[src/hw/pscr_defs.svh]
// constants for the power stage configuration register bank
// Summary of operation
// - drive register bits 7:6 set predriver strength, 00 quarter to 11 full
// - drive register bits 5:4 set blanking time, larger code longer
// - drive register bits 3:0 each switch off one power transistor D..A
// - start-up bit 7 forces step-up, bit 6 forces step-down
// - start-up bits 5:4 pick switching frequency 5 to 1.25 MHz, reset 11
// - start-up bit 3 bypasses the soft-start sequence
// - start-up bit 2 picks small (0) or large (1) dead zone
// - speed-up bit 7 disable, bit 6 filter enable, bit 5 osc sense off
// - speed-up bits 4:0 set speed-up current in 250 nA steps
// - rail bits 2,1,0 power down high, mid and negative rails when 1
// - fuse setup bits 6:5 set fuse read current 2.5 to 4.0 mA
// - fuse setup bits 4:3 set fuse program current 40/50/60/35 mA
// - fuse setup bits 2:0 set program time 20,22,25,35,18,15,10,5 us
// - writing AAh to reset key gives a 16-cycle 12 MHz reset, self clears
// - the three key registers are write-only and reset to zero
// - first mask register bits mask matching bits of first alarm group
// - second mask register bits mask matching bits of second alarm group
`ifndef PSCR_DEFS_SVH
`define PSCR_DEFS_SVH

`define PSCR_ADDR_DRV     8'h2b
`define PSCR_ADDR_STRT    8'h2c
`define PSCR_ADDR_SPUP    8'h2d
`define PSCR_ADDR_RAIL    8'h2e
`define PSCR_ADDR_FUSE    8'h2f
`define PSCR_ADDR_SRST    8'h30
`define PSCR_ADDR_KEY0    8'h31
`define PSCR_ADDR_KEY1    8'h32
`define PSCR_ADDR_KEY2    8'h33
`define PSCR_ADDR_MASKA   8'h3a
`define PSCR_ADDR_MASKB   8'h3b
`define PSCR_ADDR_STAT    8'h3c

`define PSCR_RST_DRV      8'h00
`define PSCR_RST_STRT     8'h30
`define PSCR_RST_ZERO     8'h00

`define PSCR_KEY_SRST     8'haa
`define PSCR_KEY_FIRST    8'haf
`define PSCR_KEY_SECOND   8'hfa
`define PSCR_KEY_THIRD    8'h55

// the reset pulse length in cycles of the 12 MHz core clock
`define PSCR_SRST_CYCLES  5'h10
`define PSCR_SRST_CNT_W   5

// field positions
`define PSCR_STR_HI   7
`define PSCR_STR_LO   6
`define PSCR_BLK_HI   5
`define PSCR_BLK_LO   4
`define PSCR_DIS_HI   3
`define PSCR_UP_BIT   7
`define PSCR_DN_BIT   6
`define PSCR_FRQ_HI   5
`define PSCR_FRQ_LO   4
`define PSCR_BYP_BIT  3
`define PSCR_DZ_BIT   2
`define PSCR_SPD_BIT  7
`define PSCR_FLT_BIT  6
`define PSCR_OSC_BIT  5
`define PSCR_CUR_HI   4
`define PSCR_HI_BIT   2
`define PSCR_MID_BIT  1
`define PSCR_NEG_BIT  0
`define PSCR_RD_HI    6
`define PSCR_RD_LO    5
`define PSCR_WR_HI    4
`define PSCR_WR_LO    3
`define PSCR_TM_HI    2

`endif

[src/hw/pscr_pkg.sv]
// types shared by the power stage configuration register bank
package pscr_pkg;

  typedef enum logic [1:0] {
    PSCR_KEY_IDLE,
    PSCR_KEY_GOT1,
    PSCR_KEY_GOT2
  } pscr_key_e;

  typedef struct packed {
    logic [1:0] predriver_strength;
    logic [1:0] blank_time;
    logic [3:0] power_switch_disable;
  } pscr_drive_s;

  typedef struct packed {
    logic       force_step_up;
    logic       force_step_down;
    logic [1:0] switching_sel_a;
    logic       bypass_soft_start;
    logic       dead_zone_large;
  } pscr_conv_s;

  typedef struct packed {
    logic       speedup_disable;
    logic       speedup_filter_en;
    logic       osc_sense_disable;
    logic [4:0] speedup_current;
  } pscr_spup_s;

  typedef struct packed {
    logic       high_rail_powerdown;
    logic       mid_rail_powerdown;
    logic       negative_rail_powerdown;
  } pscr_rail_s;

  typedef struct packed {
    logic [1:0] read_current;
    logic [1:0] write_current;
    logic [2:0] fuse_program_time;
  } pscr_fuse_s;

endpackage

[src/hw/pscr_reset_pulse.sv]
// stretches a one-cycle soft reset request to a fixed length pulse
`timescale 1ns/10ps
`include "pscr_defs.svh"
module pscr_reset_pulse (
  // clock and reset
  input  wire logic clk_sys_i,
  input  wire logic reset_i,
  // request and pulse
  input  wire logic start_i,
  output logic      pulse_o
);

  logic [`PSCR_SRST_CNT_W-1:0] cnt_q;
  logic [`PSCR_SRST_CNT_W-1:0] cnt_d;

  always_comb begin
    cnt_d = cnt_q;
    if (start_i) begin
      cnt_d = `PSCR_SRST_CYCLES;
    end else if (cnt_q != '0) begin
      cnt_d = cnt_q - 1'b1;
    end
  end

  always_ff @(posedge clk_sys_i) begin
    if (reset_i) begin
      cnt_q <= '0;
    end else begin
      cnt_q <= cnt_d;
    end
  end

  assign pulse_o = (cnt_q != '0);

endmodule

[src/hw/pscr_regs.sv]
// register bank for the power stage configuration
//
// Implementation choice: the plain strobed port.
`timescale 1ns/10ps
`include "pscr_defs.svh"
module pscr_regs (
  // clock and reset
  input  wire logic               clk_sys_i,
  input  wire logic               reset_i,
  // register port
  input  wire logic [7:0]         addr_i,
  input  wire logic [7:0]         wdata_i,
  input  wire logic               wr_i,
  input  wire logic               rd_i,
  output logic      [7:0]         rdata_o,
  // alarm sources
  input  wire logic [7:0]         alarm_group_a_i,
  input  wire logic [7:0]         alarm_group_b_i,
  output logic      [7:0]         alarm_group_a_o,
  output logic      [7:0]         alarm_group_b_o,
  // control to the analogue stages
  output pscr_pkg::pscr_drive_s   drive_o,
  output pscr_pkg::pscr_conv_s    conv_o,
  output pscr_pkg::pscr_spup_s    spup_o,
  output pscr_pkg::pscr_rail_s    rail_o,
  output pscr_pkg::pscr_fuse_s    fuse_o,
  // soft reset and fuse programming
  output logic                    soft_reset_o,
  output logic                    fuse_program_o
);

  logic [7:0]          drv_q;
  logic [7:0]          drv_d;
  logic [7:0]          strt_q;
  logic [7:0]          strt_d;
  logic [7:0]          spup_q;
  logic [7:0]          spup_d;
  logic [7:0]          rail_q;
  logic [7:0]          rail_d;
  logic [7:0]          fuse_q;
  logic [7:0]          fuse_d;
  logic [7:0]          srst_q;
  logic [7:0]          srst_d;
  logic [7:0]          key0_q;
  logic [7:0]          key0_d;
  logic [7:0]          key1_q;
  logic [7:0]          key1_d;
  logic [7:0]          key2_q;
  logic [7:0]          key2_d;
  logic [7:0]          maska_q;
  logic [7:0]          maska_d;
  logic [7:0]          maskb_q;
  logic [7:0]          maskb_d;
  logic [7:0]          rdata_q;
  logic [7:0]          rdata_d;
  logic                prog_q;
  logic                prog_d;
  pscr_pkg::pscr_key_e key_q;
  pscr_pkg::pscr_key_e key_d;
  logic                srst_start;
  logic                srst_busy;

  function automatic logic hit(input logic [7:0] a, input logic [7:0] off);
    hit = (a == off);
  endfunction

  // register writes and self-clearing soft reset
  always_comb begin
    drv_d   = drv_q;
    strt_d  = strt_q;
    spup_d  = spup_q;
    rail_d  = rail_q;
    fuse_d  = fuse_q;
    srst_d  = srst_q;
    key0_d  = key0_q;
    key1_d  = key1_q;
    key2_d  = key2_q;
    maska_d = maska_q;
    maskb_d = maskb_q;
    srst_start = 1'b0;
    if (wr_i) begin
      if (hit(addr_i, `PSCR_ADDR_DRV))   drv_d   = wdata_i;
      if (hit(addr_i, `PSCR_ADDR_STRT))  strt_d  = wdata_i;
      if (hit(addr_i, `PSCR_ADDR_SPUP))  spup_d  = wdata_i;
      if (hit(addr_i, `PSCR_ADDR_RAIL))  rail_d  = wdata_i;
      if (hit(addr_i, `PSCR_ADDR_FUSE))  fuse_d  = wdata_i;
      if (hit(addr_i, `PSCR_ADDR_KEY0))  key0_d  = wdata_i;
      if (hit(addr_i, `PSCR_ADDR_KEY1))  key1_d  = wdata_i;
      if (hit(addr_i, `PSCR_ADDR_KEY2))  key2_d  = wdata_i;
      if (hit(addr_i, `PSCR_ADDR_MASKA)) maska_d = wdata_i;
      if (hit(addr_i, `PSCR_ADDR_MASKB)) maskb_d = wdata_i;
      if (hit(addr_i, `PSCR_ADDR_SRST) &&
          wdata_i == `PSCR_KEY_SRST) begin
        srst_d     = wdata_i;
        srst_start = 1'b1;
      end
      // other values leave no trace
    end
    // clears once the pulse ends
    if (!srst_start && !srst_busy && srst_q != `PSCR_RST_ZERO) begin
      srst_d = `PSCR_RST_ZERO;
    end
  end

  always_ff @(posedge clk_sys_i) begin
    if (reset_i) begin
      drv_q   <= `PSCR_RST_DRV;
      strt_q  <= `PSCR_RST_STRT;
      spup_q  <= `PSCR_RST_ZERO;
      rail_q  <= `PSCR_RST_ZERO;
      fuse_q  <= `PSCR_RST_ZERO;
      srst_q  <= `PSCR_RST_ZERO;
      key0_q  <= `PSCR_RST_ZERO;
      key1_q  <= `PSCR_RST_ZERO;
      key2_q  <= `PSCR_RST_ZERO;
      maska_q <= `PSCR_RST_ZERO;
      maskb_q <= `PSCR_RST_ZERO;
    end else begin
      drv_q   <= drv_d;
      strt_q  <= strt_d;
      spup_q  <= spup_d;
      rail_q  <= rail_d;
      fuse_q  <= fuse_d;
      srst_q  <= srst_d;
      key0_q  <= key0_d;
      key1_q  <= key1_d;
      key2_q  <= key2_d;
      maska_q <= maska_d;
      maskb_q <= maskb_d;
    end
  end

  pscr_reset_pulse u_reset_pulse (
    .clk_sys_i (clk_sys_i),
    .reset_i   (reset_i),
    .start_i   (srst_start),
    .pulse_o   (srst_busy)
  );

  // fuse unlock sequence; any stray key write restarts it
  always_comb begin
    key_d  = key_q;
    prog_d = 1'b0;
    if (wr_i) begin
      unique case (key_q)
        pscr_pkg::PSCR_KEY_IDLE: begin
          if (hit(addr_i, `PSCR_ADDR_KEY0) && wdata_i == `PSCR_KEY_FIRST)
            key_d = pscr_pkg::PSCR_KEY_GOT1;
        end
        pscr_pkg::PSCR_KEY_GOT1: begin
          if (hit(addr_i, `PSCR_ADDR_KEY1) && wdata_i == `PSCR_KEY_SECOND)
            key_d = pscr_pkg::PSCR_KEY_GOT2;
          else
            key_d = pscr_pkg::PSCR_KEY_IDLE;
        end
        pscr_pkg::PSCR_KEY_GOT2: begin
          key_d = pscr_pkg::PSCR_KEY_IDLE;
          if (hit(addr_i, `PSCR_ADDR_KEY2) && wdata_i == `PSCR_KEY_THIRD)
            prog_d = 1'b1;
        end
        default: key_d = pscr_pkg::PSCR_KEY_IDLE;
      endcase
    end
  end

  always_ff @(posedge clk_sys_i) begin
    if (reset_i) begin
      key_q  <= pscr_pkg::PSCR_KEY_IDLE;
      prog_q <= 1'b0;
    end else begin
      key_q  <= key_d;
      prog_q <= prog_d;
    end
  end

  // read mux; key registers are write-only and read zero
  always_comb begin
    rdata_d = `PSCR_RST_ZERO;
    if (rd_i) begin
      if (hit(addr_i, `PSCR_ADDR_DRV))   rdata_d = drv_q;
      if (hit(addr_i, `PSCR_ADDR_STRT))  rdata_d = strt_q;
      if (hit(addr_i, `PSCR_ADDR_SPUP))  rdata_d = spup_q;
      if (hit(addr_i, `PSCR_ADDR_RAIL))  rdata_d = rail_q;
      if (hit(addr_i, `PSCR_ADDR_FUSE))  rdata_d = fuse_q;
      if (hit(addr_i, `PSCR_ADDR_SRST))  rdata_d = srst_q;
      if (hit(addr_i, `PSCR_ADDR_MASKA)) rdata_d = maska_q;
      if (hit(addr_i, `PSCR_ADDR_MASKB)) rdata_d = maskb_q;
      if (hit(addr_i, `PSCR_ADDR_STAT))
        rdata_d = {5'h00, srst_busy, 2'(key_q)};
    end
  end

  always_ff @(posedge clk_sys_i) begin
    if (reset_i) begin
      rdata_q <= `PSCR_RST_ZERO;
    end else begin
      rdata_q <= rdata_d;
    end
  end

  // field fan-out
  assign drive_o.predriver_strength =
    drv_q[`PSCR_STR_HI:`PSCR_STR_LO];
  assign drive_o.blank_time = drv_q[`PSCR_BLK_HI:`PSCR_BLK_LO];
  assign drive_o.power_switch_disable = drv_q[`PSCR_DIS_HI:0];
  assign conv_o.force_step_up     = strt_q[`PSCR_UP_BIT];
  assign conv_o.force_step_down   = strt_q[`PSCR_DN_BIT];
  assign conv_o.switching_sel_a   =
    strt_q[`PSCR_FRQ_HI:`PSCR_FRQ_LO];
  assign conv_o.bypass_soft_start = strt_q[`PSCR_BYP_BIT];
  assign conv_o.dead_zone_large   = strt_q[`PSCR_DZ_BIT];
  assign spup_o.speedup_disable   = spup_q[`PSCR_SPD_BIT];
  assign spup_o.speedup_filter_en = spup_q[`PSCR_FLT_BIT];
  assign spup_o.osc_sense_disable = spup_q[`PSCR_OSC_BIT];
  assign spup_o.speedup_current   = spup_q[`PSCR_CUR_HI:0];
  assign rail_o.high_rail_powerdown     = rail_q[`PSCR_HI_BIT];
  assign rail_o.mid_rail_powerdown      = rail_q[`PSCR_MID_BIT];
  assign rail_o.negative_rail_powerdown = rail_q[`PSCR_NEG_BIT];
  assign fuse_o.read_current  = fuse_q[`PSCR_RD_HI:`PSCR_RD_LO];
  assign fuse_o.write_current = fuse_q[`PSCR_WR_HI:`PSCR_WR_LO];
  assign fuse_o.fuse_program_time = fuse_q[`PSCR_TM_HI:0];
  // masked alarm bits never reach the alarm registers
  assign alarm_group_a_o = alarm_group_a_i & ~maska_q;
  assign alarm_group_b_o = alarm_group_b_i & ~maskb_q;
  assign soft_reset_o    = srst_busy;
  assign fuse_program_o  = prog_q;
  assign rdata_o         = rdata_q;
endmodule

[config.mk]
export PLATFORM = sky130hd
export DESIGN_NAME = pscr_regs
export DESIGN_NICKNAME = d
export VERILOG_FILES = /design/src/hw/pscr_pkg.sv /design/src/hw/pscr_reset_pulse.sv /design/src/hw/pscr_regs.sv
export VERILOG_INCLUDE_DIRS = /design/src /design/src/hw
export SDC_FILE = /design/constraint.sdc
export NUM_CORES = 1
export LEC_CHECK = 0
export BUFFER_PORTS_ARGS = -buffer_cell sky130_fd_sc_hd__buf_2
export CORE_MARGIN = 5
export CORE_UTILIZATION = 50
export CTS_BUF_LIST = sky130_fd_sc_hd__clkbuf_16
export CTS_CLUSTER_DIAMETER = 30
export DETAILED_ROUTE_END_ITERATION = 8
export PLACE_DENSITY = 0.82
export SLEW_MARGIN = 20
export SYNTH_ARGS = -nofsm -noshare
export SYNTH_HDL_FRONTEND = slang
export SYNTH_HIERARCHICAL = 1
export SYNTH_SLANG_ARGS = --single-unit
[constraint.sdc]
create_clock -name clk_sys_i -period 2.2 [get_ports clk_sys_i]
set_input_delay 0 -clock clk_sys_i [delete_from_list [all_inputs] [get_ports clk_sys_i]]
set_output_delay 0 -clock clk_sys_i [all_outputs]
set_load 0.02 [all_outputs]
# Word-level counts from Yosys, hierarchy flattened
# Index checks and enable logic that the tools add are counted.
word_totals:
  register_bits: 80
  in_bits: 36
  output_inout_bits: 58
  wordCells: 84
classes:
  n_addsub: 1
  n_eq_ne: 19
  n_mux: 17
  bitwise_logic: 7
  reduce_logical: 26
op_table:
  columns: ["cell", "n"]
  rows:
  - ["== test 8 x 6 -> 1 bit (second input constant)", 12]
  - ["two-way mux 8 bit", 8]
  - ["== test 8 bit (second input constant)", 3]
  - ["AND reduction 2 bit", 9]
  - ["AND 8 bit", 2]
  - ["NOT 8 bit", 2]
  - ["two-way mux 5 bit", 2]
  - ["== test 8 x 7 -> 1 bit (second input constant)", 1]
  - ["nonzero test 8 bit", 1]
  - ["logical AND 1 bit", 6]
  - ["OR reduction 2 bit", 3]
  - ["OR reduction 3 bit", 2]
  - ["nonzero test 5 bit", 1]
  - ["subtractor 5 x 1 -> 5 bit (second input constant)", 1]
  - ["two-way mux 2 bit", 2]
  - ["case mux 2 bit (2 select lines)", 1]
  - ["two-way mux 1 bit", 3]
  - ["two-way mux 3 bit", 1]
  - ["NOT 1 bit", 3]
  - ["== test 2 x 1 -> 1 bit (second input constant)", 1]
  - ["== test 2 bit (second input constant)", 1]
  - ["logical NOT 1 bit", 2]
  - ["logical NOT 2 bit", 1]
  - ["!= test 2 bit (second input constant)", 1]
  - ["nonzero test 2 bit", 1]

# Longest topological paths before layout
# Gate-level depths: netlist of the first run.
logic_depth:
  word_depth: 10
  ltp_mapped: 8
  ltp_nobuf: 6

# Cells and area by module
# Netlist of the first run, hierarchy kept.
by_module_without_submodules:
  columns: ["module", "n_inst", "cells_each", "area_each_um2", "seq_area_each_um2"]
  rows:
  - ["pscr_regs", 1, 450, 3726.1, 1501.4]
  - ["pscr_reset_pulse", 1, 24, 222.7, 100.1]

# Worst setup path after synthesis of the first run
# Ideal clock, no wire load.
synth_path:
  path_type: "register to register"
  startpoint: "register u_reset_pulse.cnt_q[0]"
  endpoint: "register srst_q[0]"
  arrival_ns: 1.585
  slack_ns: 0.499
  path_stages_with_launch: 8
  path_buffers: 1
  synth_period_minus_slack_ns: 1.701
  cell_sequence: "dfxtp_1 inv_1 ha_1 or4b_1 clkbuf_2 a21oi_1 nor2_1 and3_1"
synth_between:
  elab_chain_len: 5
synth_lines:
  columns: ["item", "line_no", "rtl"]
  rows:
  - ["from (decl)", "pscr_reset_pulse.sv:13", "logic [`PSCR_SRST_CNT_W-1:0] cnt_q;"]
  - ["from (signal assigned)", "pscr_reset_pulse.sv:29", "cnt_q <= cnt_d;"]
  - ["nonzero test 5 bit", "pscr_reset_pulse.sv:33", "assign pulse_o = (cnt_q != '0);"]
  - ["net soft_reset_o", "pscr_regs.sv:28", "output logic soft_reset_o,"]
  - ["logical NOT 1 bit", "pscr_regs.sv:100", "if (!srst_start && !srst_busy && srst_q != `PSCR_RST_ZERO) begin"]
  - ["logical AND 1 bit", "pscr_regs.sv:100", null]
  - ["logical AND 1 bit (no source line)", null, null]
  - ["OR reduction 2 bit (no source line)", null, null]
  - ["to (signal assigned)", "pscr_regs.sv:112", "srst_q <= `PSCR_RST_ZERO;"]
  - ["to (signal assigned)", "pscr_regs.sv:124", "srst_q <= srst_d;"]
  - ["to (decl)", "pscr_regs.sv:42", "logic [7:0] srst_q;"]
# The timed path passes the listed nets, and every way through them passes these cells.
# A chain may end at the register's enable or synchronous reset.

# Final worst setup path of the first run
layout_path:
  startpoint: "register u_reset_pulse.cnt_q[0]"
  endpoint: "register srst_q[2]"
layout_between:
  elab_chain_len: 5
layout_lines:
  columns: ["item", "line_no"]
  rows:
  - ["nonzero test 5 bit", "pscr_reset_pulse.sv:33"]
  - ["logical NOT 1 bit", "pscr_regs.sv:100"]
  - ["logical AND 1 bit", "pscr_regs.sv:100"]
  - ["logical AND 1 bit (no source line)", null]
  - ["OR reduction 2 bit (no source line)", null]
# No other way between the ends.

==> results.py, run 1 <==
metrics = {
    "outcome": {
        "outcome": "finished clean",
    },
    "route": {
        "drt_iter0_markers": 507,
        "drt-pass1-iter-count": 5,
        "via_per_inst": 5.91,
        "drt-total-wl_um": 11800,
        "drtAntennaViolNets": 0,
        "drc": 0,
        "routed-via-count": 3785,
        "drt-wirelength-per-cell_um": 18.4,
    },
    "clock_network": {
        "cts.sinks": 80,
        "cts_root_buf": "clkbuf_16",
        "cts.hold.buffers_added": 0,
        "worst_skew_pair.late_latency_ns": 0.33,
        "cts_tree": "done",
        "clock_edge_transition_at_the_registers_on_the_reported_setup_and_hold_paths_ns": 0.06,
        "clock_tree.htree_level_count": 3,
        "clock_path_buffers": 2,
        "post_cts.resized_instances": 0,
        "cts_made_buffers": 9,
        "post-cts-setup-buffer-count": 0,
    },
    "timing": {
        "max_slew.worst_pin.slew_ns": 0.696,
        "timing.final.crit_share": 0.849,
        "unrepaired_setup_endpoints_after_global_routing": "false",
        "postLayoutSetupSlackWorst_ns": 0.331,
        "fin_setup_tns_ns": 0,
        "post-route-min-period_ns": 1.87,
        "timing.final.setup_violations": 0,
        "maxSlewViolCount": 0,
        "finalClockSkew_ns": 0.00297,
        "timing_hold_violations_final": 0,
        "relSlewSlack": 0.536,
        "max_freq_mhz": 535,
    },
    "global_routing": {
        "remaining_global_route_overflow": 0,
        "first_global_vias": 3589,
        "grt_util_all_layers": 0.243,
        "grt_antenna_before_repair": 0,
        "grt_first_pass_wirelength_um": 19000,
        "grt_start_max_net_pins": 68,
    },
    "pwr": {
        "worst_ir_drop_vdd_mv": 0.412,
        "cell_internal_pwr_mw": 2.78,
        "cellLeakagePower_nw": 2.06,
        "power_per_cell_area_nw_per_um2": 791,
        "netSwitchingPower_mw": 0.913,
        "power.share.sequential": 0.411,
        "pwr-share-comb": 0.135,
        "fin_total_pwr_mw": 3.69,
        "power_frac_clock": 0.454,
        "p_sw_frac": 0.248,
    },
    "die": {
        "die-area_um2": 9780,
        "initial_utilization": 0.511,
        "die_h_um": 98.9,
        "boundaryPins": 94,
        "core_um2": 7730,
        "die_width_um": 98.9,
        "rows": 32,
    },
    "synthesis": {
        "post_synthesis_sequential_element_count": 80,
        "synthCells": 474,
        "synth_nets": 511,
        "proportion_of_synthesized_flip_flops_having_asynchronous_set_or_reset": 0,
        "synth_edf_count": 0,
        "yosysWarnings": 6,
        "synthesis.area_per_instance_um2": 8.33,
        "synth_common_cells": "dfxtp_1, nand2_1, nor2_1, a21oi_1, mux2i_1",
        "netlist.area_leader.share": 0.406,
        "synth_most_common_cell": "dfxtp_1",
        "synthDominantAreaCellType": "dfxtp_1",
        "synth.area.top_cells": "dfxtp_1, mux2i_1, a21oi_1",
        "synthDistinctLibCells": 60,
        "sequential_cell_area_fraction_in_the_yosys_report": 0.406,
        "yosys_most_used_dff": "dfxtp_1",
        "synthesis.area_um2": 3950,
    },
    "setup_path": {
        "setup.worst_path.class": "register to register",
        "worstReg2RegEnd": "srst_q[2]",
        "kind_of_start_point_of_the_critical_path": "register",
        "regToRegStartpoint": "u_reset_pulse/cnt_q[0]",
        "cp_slowest_stage_delay_ns": 0.66,
        "crit_path_cell_trace": "inv_1, ha_1, or4b_1, a21oi_1, nor2_1, and3_1",
        "reg2reg_slack_ns": 0.33,
        "cpMaxStageDelayCell": "or4b_1",
        "worstSetupEndpointType": "register",
        "ff2ff_path_depth": 6,
        "critical_path_arrival_ns": 2.09,
        "critical_path_required_ns": 2.42,
        "critical_path.max_fanout": 11,
    },
    "placed_design": {
        "gp_congestion": 0.966,
        "dp_hpwl_um": 8290,
        "io_buffer_count": 93,
        "post-place-ws_ns": 0.296,
        "place_inst": 625,
    },
    "finish": {
        "instances_no_fill": 640,
        "layout-area-overhead-vs-synth_pct": 18.1,
        "diodes": 0,
        "fillCellCount": 680,
        "drive_above_1_share": 0.247,
        "num-nets-final": 571,
    },
    "hold_path": {
        "hold_path.startpoint": "wdata_i[2]",
        "hold_path_end": "spup_o[2]",
        "whs_path_depth": 3,
        "holdCritPathClass": "input pin to register",
    },
    "flow_run": {
        "drv.max_cap_violation_count": 0,
    },
}
==> power by group through the flow <==
stage	sequential, mW	combinational [mW]	clock, mW
finish	1.52	0.498	1.67
global placement	1.54	0.482	0
floorplan	1.54	0.374	0
CTS	1.52	0.496	1.69
global route	1.52	0.546	1.76
detailed placement	1.55	0.493	0
==> flip-flops by register name, summed over array words and instances (netlist names) <==
signal	flops
fuse_program_o	1
maskb_q	8
fuse_q	8
maska_q	8
srst_q	8
spup_o	8
u_reset_pulse/cnt_q	5
key_q	2
rail_q	8
rdata_o	8
drive_o	8
strt_q	8
==> routing by layer <==
metal  wire length (µm)  part of all wire  vias to the layer above  GRT usage
met4                382             0.032                        0      0.103
met2               5540              0.47                      236      0.390
met5                  0                 0                        -          0
met1               4680              0.40                     1750      0.321
met3               1160             0.099                       34     0.0432
li1                   -                 -                     1765          -
==> logic make-up (layout without fill, tap and decap cells) <==
family,Yosys count,in the layout,synth area share
xor gates and xnor gates,3,3,0.00666
adders and majority gates,1,1,0.00317
AOI/OAI and AO/OA,94,94,0.152
and+or+nand+nor,200,200,0.262
DFF,80,80,0.406
buffers and inverters,59,123,0.0751
muxes,37,37,0.0951
==> through the flow <==
stage / hold slack, ns / instance area (µm²) / util
floorplan: 0.0689 / 3950 / -
global placement: 0.336 / 4330 / 0.560
detailed placement: 0.334 / 4330 / 0.560
CTS: 0.00880 / 4660 / 0.603
global route: 0.0263 / 4660 / 0.603
finish: 0.0222 / 4660 / 0.603
==> critical path, delay by kind of cell (launching register included) <==
family                     cells  cell delay (ns)
AOI/OAI and AO/OA              1             0.20
adders and majority gates      1             0.18
buffers and inverters          1             0.06
DFF                            1             0.33
and+or+nand+nor                3             0.99
==> layout by cell type, fill, tap and decap left out, types with 5 or more instances in the layout <==
cell,instances
buf_4,7
nor2b_1,23
inv_1,7
and2_1,6
o221ai_1,6
o21ai_0,11
nand2_1,60
dfxtp_1,80
buf_2,93
mux2i_1,33
a21oi_1,46
and3_1,9
clkbuf_16,9
nor4_1,5
nor2_1,49
nand3_1,16
==> area by class of cell <==
| cell class | count | area, µm² | area share |
|---|---|---|---|
| clock inverter | 6 | 109 | 0.0233 |
| tap | 102 | 128 | 0.0274 |
| sequential | 80 | 1600 | 0.344 |
| multi-input combinational | 335 | 2050 | 0.440 |
| timing repair buffer | 100 | 518 | 0.111 |
| inverter | 8 | 30.0 | 0.00644 |
| clock buffer | 9 | 225 | 0.0483 |
==> how the worst max path moves through the flow <==
stage	from	endpoint	slack, ns	depth (start not counted)
finish	u_reset_pulse/cnt_q[0]	srst_q[2]	0.33	6
global route	u_reset_pulse/cnt_q[0]	srst_q[2]	0.17	6
CTS	u_reset_pulse/cnt_q[0]	srst_q[2]	0.33	6
detailed placement	addr_i[4]	drive_o[2]	0.30	6
global placement	addr_i[4]	drive_o[3]	0.36	6
floorplan	u_reset_pulse/cnt_q[0]	srst_q[0]	0.50	7
Power figures use the tool's default switching activity.
==> inputs of run 2 (changes only) <==
--- a/config.mk
+++ b/config.mk
@@ -8,7 +8,7 @@
 export LEC_CHECK = 0
 export BUFFER_PORTS_ARGS = -buffer_cell sky130_fd_sc_hd__buf_2
 export CORE_MARGIN = 5
-export CORE_UTILIZATION = 50
+export CORE_UTILIZATION = 48
 export CTS_BUF_LIST = sky130_fd_sc_hd__clkbuf_16
 export CTS_CLUSTER_DIAMETER = 30
 export DETAILED_ROUTE_END_ITERATION = 8
==> constraint.sdc (replaced) <==
create_clock -name clk_sys_i -period 1.6 [get_ports clk_sys_i]
set_input_delay 0 -clock clk_sys_i [delete_from_list [all_inputs] [get_ports clk_sys_i]]
set_output_delay 0 -clock clk_sys_i [all_outputs]
set_load 0.02 [all_outputs]
==> results.py, run 2 (same netlist as run 1, synthesis figures left out) <==
metrics = {
    "setup_path": {
        "critical_path_required_ns": 1.82,
        "critical_path_arrival_ns": 1.78,
        "kind_of_start_point_of_the_critical_path": "register",
        "worstSetupEndpointType": "register",
        "setup.worst_path.class": "register to register",
        "critical_path.max_fanout": 6,
    },
    "timing": {
        "max_freq_mhz": 642,
        "max_slew.worst_pin.slew_ns": 0.694,
        "unrepaired_setup_endpoints_after_global_routing": "false",
        "timing.final.setup_violations": 0,
        "maxSlewViolCount": 0,
        "finalClockSkew_ns": 0.00399,
        "finalHoldWorstSlack_ns": 0.0509,
        "timing.final.crit_share": 0.973,
        "post-route-min-period_ns": 1.56,
        "timing_hold_violations_final": 0,
        "relSlewSlack": 0.537,
    },
    "placed_design": {
        "io_buffer_count": 93,
        "dp_hpwl_um": 8880,
        "gp_congestion": 0.990,
    },
    "finish": {
        "area.sequential_um2": 1600,
        "layout-area-overhead-vs-synth_pct": 26.6,
        "postLayoutCoreUtil": 0.615,
        "most-common-layout-cells": "buf_2, dfxtp_1, nand2_1, nor2_1, a21oi_1",
        "diodes": 0,
        "fillCellCount": 708,
        "drive_above_1_share": 0.310,
        "num-nets-final": 608,
        "most_frequent_standard_cell_in_the_layout_excluding_fill_and_tap_cells": "buf_2",
        "multi_input_comb_area_um2": 2090,
    },
    "flow_run": {
        "drv.max_cap_violation_count": 0,
    },
    "outcome": {
        "outcome": "finished clean",
    },
    "global_routing": {
        "grt_first_pass_wirelength_um": 18700,
        "grt_util_all_layers": 0.235,
        "grt_antenna_before_repair": 0,
        "first_global_vias": 3720,
        "remaining_global_route_overflow": 0,
        "grt_start_max_net_pins": 68,
    },
    "clock_network": {
        "clock_edge_transition_at_the_registers_on_the_reported_setup_and_hold_paths_ns": 0.06,
        "worst_skew_pair.late_latency_ns": 0.33,
        "cts_tree": "done",
        "cts_root_buf": "clkbuf_16",
        "cts_made_buffers": 9,
        "clock_tree.htree_level_count": 3,
        "cts.sinks": 80,
        "clock_path_buffers": 2,
        "post-cts-setup-buffer-count": 0,
    },
    "route": {
        "drt_iter0_markers": 475,
        "routed-via-count": 3895,
        "drt-pass1-iter-count": 6,
        "via_per_inst": 5.73,
        "drtAntennaViolNets": 0,
        "drt-wirelength-per-cell_um": 17.6,
        "drc": 0,
        "drt-total-wl_um": 11900,
    },
    "die": {
        "core_um2": 8130,
        "die_width_um": 101,
        "die_h_um": 101,
        "initial_utilization": 0.485,
        "boundaryPins": 94,
        "die-area_um2": 10100,
        "rows": 33,
    },
    "pwr": {
        "worst_ir_drop_vdd_mv": 0.567,
        "cellLeakagePower_nw": 2.23,
        "power_per_cell_area_nw_per_um2": 1050,
    },
    "hold_path": {
        "holdCritPathClass": "input pin to register",
    },
}
-- run 2: power by group --
group | switching [mW] | internal [mW]
combinational | 0.521 | 0.497
clock | 0.783 | 1.35
sequential | 0.0431 | 2.05
total | 1.35 | 3.90
-- run 2: worst paths after layout --
kind                               start         to  slack, ns  cells past startpoint
setup reg to reg  u_reset_pulse/cnt_q[1]  srst_q[6]       0.04                      6
setup / recovery  u_reset_pulse/cnt_q[1]  srst_q[6]       0.04                      6
hold / removal                wdata_i[4]  rail_q[4]       0.05                      3
hold reg to reg                fuse_q[7]  fuse_q[7]       0.45                      2
-- run 2: routing by layer --
layer  vias to the layer above  wire length (µm)  share of wire  global-route usage
met4                         0               310          0.026              0.0922
met5                         -                 0              0                   0
met3                        30              1070          0.090              0.0415
met1                      1810              4820           0.40               0.309
met2                       211              5730           0.48               0.381
li1                       1844                 -              -                   -
-- run 2: area by class of cell --
cell class / instances / share of cell area
multi-input combinational: 335 / 0.418
clock inverter: 6 / 0.0173
tap: 105 / 0.0263
clock buffer: 9 / 0.0450
timing repair buffer: 137 / 0.167
sequential: 80 / 0.321
inverter: 8 / 0.00600
-- run 2: per-stage QoR --
stage / TNS [ns] / worst slack (ns) / total power, mW / area (µm²) / instances
2_1_floorplan: 0 / 0.0128 / 2.68 / 3960 / 474
3_3_place_gp: -0.00182 / -0.00182 / 2.95 / 4630 / 663
3_5_place_dp: -1.46 / -0.109 / 2.99 / 4630 / 663
4_1_cts: -0.00592 / -0.00592 / 5.19 / 4980 / 680
5_1_grt: 0 / 0.000904 / 5.42 / 5000 / 680
6_report: 0 / 0.0427 / 5.24 / 5000 / 680
-- run 2: worst max-delay path, stage by stage (launching register included) --
cell and delay (ns):
dfxtp_2 0.33, inv_2 0.06, ha_4 0.12, or4b_4 0.52
a21oi_2 0.15, nor2_2 0.06, and3_1 0.21
-- run 2: what timing repair did --
item	CTS	global route
hold endpoints to repair	2	0
hold buffers	2	0
setup endpoints to repair	14	11
pin swaps	0	2
gates resized for setup	5	8
